===== src/hw/cief_pkg.sv =====
package cief_pkg;

	// Register byte offsets on the plain register port
	localparam int ADDR_W = 8;
	localparam logic [7:0] OFS_INT_REG = 8'h00;
	localparam logic [7:0] OFS_STATUS = 8'h04;
	localparam logic [7:0] OFS_CLEAR = 8'h08;
	localparam logic [7:0] OFS_ENABLE = 8'h0C;
	localparam logic [7:0] OFS_CONTROL = 8'h10;

	// Event indices, lowest flag position first
	localparam int NUM_EVENTS = 9;
	localparam int EV_TX_BUFFER = 0;
	localparam int EV_RX_BUFFER = 1;
	localparam int EV_TIMESTAMP_TIMER = 2;
	localparam int EV_MODE_CHANGE = 3;
	localparam int EV_RX_OVERFLOW = 4;
	localparam int EV_SYSTEM_ERROR = 5;
	localparam int EV_BUS_ERROR = 6;
	localparam int EV_BUS_WAKEUP = 7;
	localparam int EV_INVALID_MSG = 8;

	// Field layout: flags at 3..0 and 15..11, enables sixteen higher
	localparam int LOW_FLAG_COUNT = 4;
	localparam int HIGH_FLAG_GAP = 7;
	localparam int ENABLE_SHIFT = 16;
	localparam int MODULE_ON_BIT = 15;

	// Reset values
	localparam logic [31:0] RESET_WORD = 32'h0000_0000;
	localparam logic [8:0] RESET_ENABLE = 9'h000;
	localparam logic RESET_ON = 1'h0;
	localparam logic RESET_FLAG = 1'h0;

	typedef struct packed {
		logic [8:0] enable;
		logic moduleOn;
		logic [31:0] rdData;
	} cief_state_s;

	typedef struct packed {
		logic flag;
	} cief_cell_s;

	function automatic int flag_pos(input int idx);
		return (idx < LOW_FLAG_COUNT) ? idx : idx + HIGH_FLAG_GAP;
	endfunction : flag_pos

endpackage : cief_pkg

===== src/hw/cief_bank.sv =====
// Implementation choices: the address-and-strobe port and the register offsets.
`timescale 1ns/1ps
// What this block does
// RQ1: Nine enables at bits 31..27, 19..16.
// RQ2: Invalid-message flag bit 15 set on event.
// RQ3: System-error flag cleared only by module off-on.
// RQ4: Unimplemented bits read zero, writes ignored.
// RQ5: Enables 30..27: wakeup, bus error, syserr, overflow.
// RQ6: Enables 19..16: mode, timestamp, rx, tx buffer.
// RQ7: Request while enabled flag set; reset zero.
module cief_bank
	import cief_pkg::*;
(
	// Clock and reset
	input wire logic clk,
	input wire logic sys_rst,
	// Register port
	input wire logic [ADDR_W-1:0] regAddr,
	input wire logic [31:0] regWrData,
	input wire logic regWr,
	input wire logic regRd,
	output logic [31:0] regRdData,
	// Event pulses from the protocol engine, one bit per event index
	input wire logic [NUM_EVENTS-1:0] eventPulse,
	// Module state and interrupt
	output logic moduleOn,
	output logic intReq
);

	cief_state_s st_r;
	cief_state_s st_nxt;
	logic [NUM_EVENTS-1:0] flags;
	logic [NUM_EVENTS-1:0] clrEv;
	logic [31:0] flagWord;
	logic [31:0] enableWord;
	logic wrIntReg;
	logic wrClear;
	logic onRise;

	assign wrIntReg = regWr && (regAddr == OFS_INT_REG);
	assign wrClear = regWr && (regAddr == OFS_CLEAR);
	// Off-to-on edge of the module enable
	assign onRise = regWr && (regAddr == OFS_CONTROL) &&
		regWrData[MODULE_ON_BIT] && !st_r.moduleOn;

	genvar gi;
	generate
		for (gi = 0; gi < NUM_EVENTS; gi++) begin : gFlag
			if (gi == EV_SYSTEM_ERROR) begin : gSys
				// Writes to the main and clear registers cannot touch this flag; only an off-to-on control write clears it
				assign clrEv[gi] = onRise; // RQ3
			end else begin : gSw
				// Writing 0 into the main register, or 1 into clear
				assign clrEv[gi] =
					(wrIntReg && !regWrData[flag_pos(gi)]) ||
					(wrClear && regWrData[flag_pos(gi)]);
			end
			cief_flag_cell uCell (
				.clk(clk),
				.sys_rst(sys_rst),
				.setEv(eventPulse[gi]), // RQ2
				.clrEv(clrEv[gi]),
				.flag(flags[gi])
			);
		end
	endgenerate

	// Place flags and enables at their bit positions; the rest stays 0
	always_comb begin
		flagWord = RESET_WORD;
		enableWord = RESET_WORD;
		for (int i = 0; i < NUM_EVENTS; i++) begin
			flagWord[flag_pos(i)] = flags[i]; // RQ2
			enableWord[flag_pos(i) + ENABLE_SHIFT] = st_r.enable[i]; // RQ1 RQ5 RQ6
		end
	end

	always_comb begin
		st_nxt = st_r;
		st_nxt.rdData = RESET_WORD;
		if (regWr) begin
			case (regAddr)
				OFS_INT_REG: begin
					// Only implemented enable positions are stored
					for (int i = 0; i < NUM_EVENTS; i++) begin
						st_nxt.enable[i] =
							regWrData[flag_pos(i) + ENABLE_SHIFT]; // RQ1 RQ4 RQ5 RQ6
					end
				end
				OFS_ENABLE: begin
					for (int i = 0; i < NUM_EVENTS; i++) begin
						st_nxt.enable[i] = regWrData[flag_pos(i)];
					end
				end
				OFS_CONTROL: begin
					st_nxt.moduleOn = regWrData[MODULE_ON_BIT];
				end
				default: begin
				end
			endcase
		end
		if (regRd) begin
			case (regAddr)
				OFS_INT_REG: st_nxt.rdData = enableWord | flagWord; // RQ4
				OFS_STATUS: st_nxt.rdData = flagWord;
				OFS_ENABLE: st_nxt.rdData = enableWord >> ENABLE_SHIFT;
				OFS_CONTROL: begin
					st_nxt.rdData[MODULE_ON_BIT] = st_r.moduleOn;
				end
				// Clear register is write-only and reads zero
				default: st_nxt.rdData = RESET_WORD;
			endcase
		end
	end

	always_ff @(posedge clk or posedge sys_rst) begin
		if (sys_rst) begin
			st_r.enable <= RESET_ENABLE; // RQ7
			st_r.moduleOn <= RESET_ON;
			st_r.rdData <= RESET_WORD;
		end else begin
			st_r <= st_nxt;
		end
	end

	assign regRdData = st_r.rdData;
	assign moduleOn = st_r.moduleOn;
	// Level request straight from registered flags and enables
	assign intReq = |(flags & st_r.enable); // RQ7

endmodule : cief_bank


===== src/hw/cief_flag_cell.sv =====
`timescale 1ns/1ps
module cief_flag_cell
	import cief_pkg::*;
(
	// Clock and reset
	input wire logic clk,
	input wire logic sys_rst,
	// Set and clear requests
	input wire logic setEv,
	input wire logic clrEv,
	// Sticky flag
	output logic flag
);

	cief_cell_s st_r;
	cief_cell_s st_nxt;

	// Set beats clear so an event in the clearing cycle is kept
	always_comb begin
		st_nxt = st_r;
		if (setEv) begin
			st_nxt.flag = 1'h1;
		end else if (clrEv) begin
			st_nxt.flag = 1'h0;
		end
	end

	always_ff @(posedge clk or posedge sys_rst) begin
		if (sys_rst) begin
			st_r.flag <= RESET_FLAG;
		end else begin
			st_r <= st_nxt;
		end
	end

	assign flag = st_r.flag;

endmodule : cief_flag_cell


===== config.mk =====
export PLATFORM = sky130hd
export DESIGN_NAME = cief_bank
export DESIGN_NICKNAME = d
export VERILOG_FILES = /design/src/hw/cief_pkg.sv /design/src/hw/cief_bank.sv /design/src/hw/cief_flag_cell.sv
export SDC_FILE = /design/constraint.sdc
export NUM_CORES = 1
export LEC_CHECK = 0
export ABC_AREA = 1
export ABC_CLOCK_PERIOD_IN_PS = 1100
export BUFFER_PORTS_ARGS = -buffer_cell sky130_fd_sc_hd__buf_4
export CAP_MARGIN = 10
export CORE_UTILIZATION = 30
export CTS_BUF_LIST = sky130_fd_sc_hd__clkbuf_2
export DETAILED_ROUTE_END_ITERATION = 10
export GPL_TIMING_DRIVEN = 0
export PLACE_DENSITY = 0.57
export SYNTH_ARGS = -nofsm -noshare
export SYNTH_HDL_FRONTEND = slang
export SYNTH_SLANG_ARGS = --single-unit

===== constraint.sdc =====
create_clock -name clk -period 1.1 [get_ports clk]
set_input_delay 0.11 -clock clk [delete_from_list [all_inputs] [get_ports clk]]
set_output_delay 0.11 -clock clk [all_outputs]
set_load 0.1 [all_outputs]

# == Word level (Yosys, flattened, before mapping) ==
# Index checks and enable logic that the tools add are counted.
# totals
input_bits,53
elab_cells,93
register_bits,51
out_inout_bits,34
# op_classes
n_bitwise,2
eq_ne,4
muxes,23
n_reduce_logical,52
# ops
op,n
$pmux W15 S3,1
$mux W32,1
$or A32 B16 Y32,1
$logic_and A1 B1 Y1,21
$reduce_bool A2 Y1,10
$mux W1,18
$pmux W9 S2,1
$eq A8 B4 Y1 const B,2
$mux W16,1
$and A9 B9 Y9,1
$logic_not A1 Y1,9
$reduce_or A9 Y1,1
$eq A8 B3 Y1 const B,1
$eq A8 B5 Y1 const B,1
$logic_not A8 Y1,1
$logic_or A1 B1 Y1,8
$pmux W1 S4,1
$reduce_and A2 Y1,2

# == Longest topological paths before layout ==
# logic_depth
depth_word,6
depth_mapped,9
ltp_nobuf,8

# == Cells and area by module ==
# Synthesis repeated with hierarchy kept, for this count alone.
# unflattened
hier_cells,264
area_unflattened_um2,2039.5
# by_module_without_submodules
mod,area_each_um2,seq_area_each_um2,instances,cells_per_inst
cief_bank,1645.3,700.7,1,210
cief_flag_cell,43.8,25.0,9,6

# == Worst setup path before layout ==
# Ideal clock, no wire load.
# synth_path
path_type,register -> output
startpoint,"register, netlist name gFlag[0].uCell.flag"
endpoint,output port intReq
path_stages_with_launch,4
path_slack_ps,-274
required_ps,990
n_path_buf,0
arrival_time_ps,1264
cell_sequence,dfrtp_1 -> a22o_1 -> nor3_1 -> nand2_1
# synth_via
elab_chain_cells,2
# synth_rtl
item,line,text
$and A9 B9 Y9,cief_bank.sv:129,assign intReq = |(flags & st_r.enable);
$reduce_or A9 Y1,cief_bank.sv:129,
end: declaration,cief_bank.sv:27,output logic intReq
# No other way between the ends.

# == Final worst setup path ==
# layout_path
startpoint,"register, netlist name gFlag[0].uCell.flag"
endpoint,output port intReq
# layout_via
elab_chain_cells,2
# layout_rtl
item,line
$and A9 B9 Y9,cief_bank.sv:129
$reduce_or A9 Y1,cief_bank.sv:129
# No other way between the ends.

==> results.md <==
| Step | Item | This run |
| --- | --- | --- |
| clock tree | Clock root buffer | clkbuf_2 |
| synthesis | Post-synthesis mux area share | 0% |
| flow run | Maximum Capacitance Violations | 0 |
| setup path | Startpoint Class | register |
| synthesis | Largest family of logic cells by synthesized area | simple AND/OR/NAND/NOR gates |
| final layout | Signed area change from the synthesized netlist to the final layout | 53.7% |
| synthesis | Simple logic cell fraction of the synthesized area | 34.0% |
| timing | Maximum achievable frequency | 0.610 GHz |
| synthesis | Top FF cell, synth | dfrtp_1 |
| synthesis | Mapped cell area | 2030 um2 |
| synthesis | Share of synthesized cell area in full adder, half adder and majority cells | 0% |
| power | Pwr dens | 973 nW/um2 |
| synthesis | Synth top area cells | dfrtp_1 46%, nand2_1 12%, nand3_1 11% |
| min path | Path class of the lowest-slack min-delay path | primary input to register |
| synthesis | Count of mapped cells out of synthesis | 255 |
| floorplanning | Top-level port count | 87 |
| timing | Number of max-slew violations in the final report | 0 |
| route | Via count | 1897 |
| synthesis | Biggest area consumer among synthesized cells | dfrtp_1 |
| grt | Initial antenna violation count | 0 |
| floorplanning | Placeable Area | 6420 um2 |
| floorplanning | Total number of placement rows | 29 |
| final layout | Number of antenna diodes | 0 |
| route | Remaining antenna violation count | 0 |
| timing | Setup Total Neg Slack | -0.593 ns |
| setup path | Required time at the worst-slack endpoint | 0.99 ns |
| timing | Number of endpoints with negative hold slack in the final report | 0 |
| setup path | Data arrival time of the worst path | 1.53 ns |
| timing | Slew margin rel. | 51.3% |
| route | Wire per inst | 11.9 um |
| clock tree | Clock Pin Slew Worst Setup and Hold Paths | 0.19 ns |
| timing | Worst-case clock skew | 0.00648 ns |
| route | Via density | 4.36 |
| timing | Hold WS | 0.0119 ns |
| floorplanning | Die span in y | 84.3 um |
| placement | Placed wire-length estimate after detailed placement | 3780 um |
| grt | Wire length of the first global-routing pass | 8490 um |
| synthesis | Fraction of synthesized cell area taken by the top area cell type | 45.6% |
| synthesis | Number of synthesis warnings | 0 |
| outcome | Result of the run | finished with violations |
| grt | Overflow left after global routing | 0 |
| timing | Number of setup violations in the final report | 3 |
| grt | Number of global-route vias before repair | 1808 |
| clock tree | Maximum root-to-sink buffer count | 2 |
| route | Count of TritonRoute iterations in the first routing pass | 7 |
| synthesis | Fraction of the mapped netlist area in compound gates | 6.35% |
| timing | RSZ-0062 raised after global routing | true |
| clock tree | Clock tree from TritonCTS | built |
| setup path | Crit end category | output pin |
| route | Drt total wl | 5180 um |
| synthesis | Per-instance average area after synthesis | 7.96 um2 |
| clock tree | Number of buffers created by CTS | 5 |
| synthesis | Asr flop ratio synth | 100% |
| floorplanning | Die Span X | 84.3 um |
| synthesis | Distinct cells, synth | 26 |
| synthesis | Post-Synth XOR/XNOR Area | 0% |
| clock tree | Later-pin clock latency in the skew report | 0.37 ns |
| setup path | Max Fanout on Critical Path | 2 |
| placement | PortBufs | 58 |
| floorplanning | Area enclosed by the die boundary | 7100 um2 |
| final layout | Total number of nets in the final design | 410 |
| route | Drt drc | 12 |
| timing | Measured slew at the worst slew-check pin | 0.730 ns |
| timing | Portion of the clock cycle consumed by the worst path in the final layout | 149% |
| grt | Pin count of the biggest net entering global routing | 21 |
| route | 1st-iter DRT viols | 75 |
| placement | Post-Place Worst Slack | -0.264 ns |
| timing | Shortest clock period the worst path allows after layout | 1.64 ns |
| clock tree | CTS HTree Levels | 2 |
| outcome | Violated checks | design-rule violations, negative setup slack |
| floorplanning | Initial Utilization | 31.6% |
| power | Worst VDD drop | 638 uV |
| setup path | Worst Setup Path Type | register to output pin |
| synthesis | Sequential area share after synthesis | 45.6% |
| synthesis | Most numerous cell in the Yosys netlist | nand2_1 |
| clock tree | Clock sinks | 37 |
| synthesis | Top cells by count, synth | 64 x nand2_1, 43 x nand3_1, 37 x dfrtp_1 |
| final layout | Post-layout util | 48.6% |
| final layout | Share of cells above drive strength 1 | 32.7% |
| synthesis | Number of enable-type register cells in the synthesized netlist | 0 |
| power | Leakage power of the design | 1.62 nW |
| grt | Total routing usage reported by global routing | 15.3% |
| placement | Final weighted congestion of routability-driven global placement | 0.805 |
| synthesis | Post-synthesis sequential element count | 37 |
| timing | Final setup slack of the worst path | -0.539 ns |
==> stage by stage <==
| stage | cells | power [mW] | instance area, um2 |
|---|---|---|---|
| final | 435 | 3.03 | 3120 |
| after global routing | 435 | 3.17 | 3120 |
| after CTS | 431 | 3.05 | 3030 |
| after detailed placement | 404 | 2.14 | 2640 |
| after global placement | 403 | 2.12 | 2610 |
| after floorplan | 268 | 1.94 | 2080 |
==> timing repair <==
action	4_1_cts	5_1_grt
gates resized for setup	39	11
buffers inserted	5	3
endpoints found under the setup margin	20	20
pin swaps	0	1
hold buffers	14	1
hold endpoints to repair	29	1
==> cells in the final DEF (no fill, tap or decap), types with 2 or more instances in the layout <==
| cell | netlist | layout |
|---|---|---|
| a21oi_1 | 8 | 8 |
| buf_12 | 0 | 9 |
| buf_4 | 14 | 60 |
| buf_6 | 2 | 3 |
| buf_8 | 0 | 10 |
| clkbuf_2 | 0 | 5 |
| clkinv_1 | 1 | 2 |
| conb_1 | 1 | 14 |
| dfrtp_1 | 37 | 36 |
| dlygate4sd3_1 | 0 | 15 |
| inv_1 | 36 | 36 |
| nand2_1 | 64 | 63 |
| nand2_2 | 2 | 3 |
| nand2_4 | 4 | 4 |
| nand3_1 | 43 | 42 |
| nand4_1 | 2 | 2 |
| nor2_1 | 19 | 19 |
| nor2_4 | 3 | 3 |
| nor3_2 | 1 | 2 |
| o21ai_2 | 8 | 8 |
==> where the power goes <==
group	internal (mW)	leakage (nW)	switching, mW
Combinational	0.272	1.12	0.488
Sequential	1.40	0.461	0.0340
Clock	0.377	0.0366	0.467
==> final cells by class <==
type	count	area [um2]
Fill cell	630	3300
Sequential cell	37	927
Multi-Input combinational cell	175	883
Timing Repair Buffer	82	865
Inverter	38	145
Buffer	18	136
Tap cell	77	96.3
Clock inverter	3	41.3
Clock buffer	5	25.0
==> layer usage <==
layer | track usage [%] | vias to the layer above | wire (um)
met2 | 25.9 | 65 | 2480
met3 | 3.34 | 6 | 274
li1 | - | 974 | -
met1 | 20.2 | 852 | 2380
met5 | 0 | - | 0
met4 | 3.29 | 0 | 45
==> state kept, by name, indices dropped and copies added (netlist names) <==
name              flops
moduleOn              1
gFlag.uCell.flag      9
enableWord            9
regRdData            18
==> cell families after synthesis <==
| kind of cell | count (synthesis) |
|---|---|
| AOI/OAI and AO/OA | 19 |
| buffers and inverters | 56 |
| DFF | 37 |
| other | 1 |
| and+or+nand+nor | 142 |
==> final timing paths <==
path	start	endpoint	slack, ns	cells past startpoint
min reg2reg	gFlag[5].uCell.flag	gFlag[5].uCell.flag	0.54	2
max reg2reg	moduleOn	gFlag[5].uCell.flag	-0.04	6
min in group asynchronous	sys_rst	regRdData[2]	0.39	3
max in group asynchronous	sys_rst	moduleOn	0.14	4
max	gFlag[0].uCell.flag	intReq	-0.54	4
min	regWrData[19]	enableWord[19]	0.01	5
==> worst max-delay path, cell delays in order, from the launching register on <==
cell,delay [ns]
dfrtp_1,0.46
a22o_1,0.26
nor3_2,0.17
nand2_2,0.08
buf_6,0.19
(Power assumes the default switching activity.)
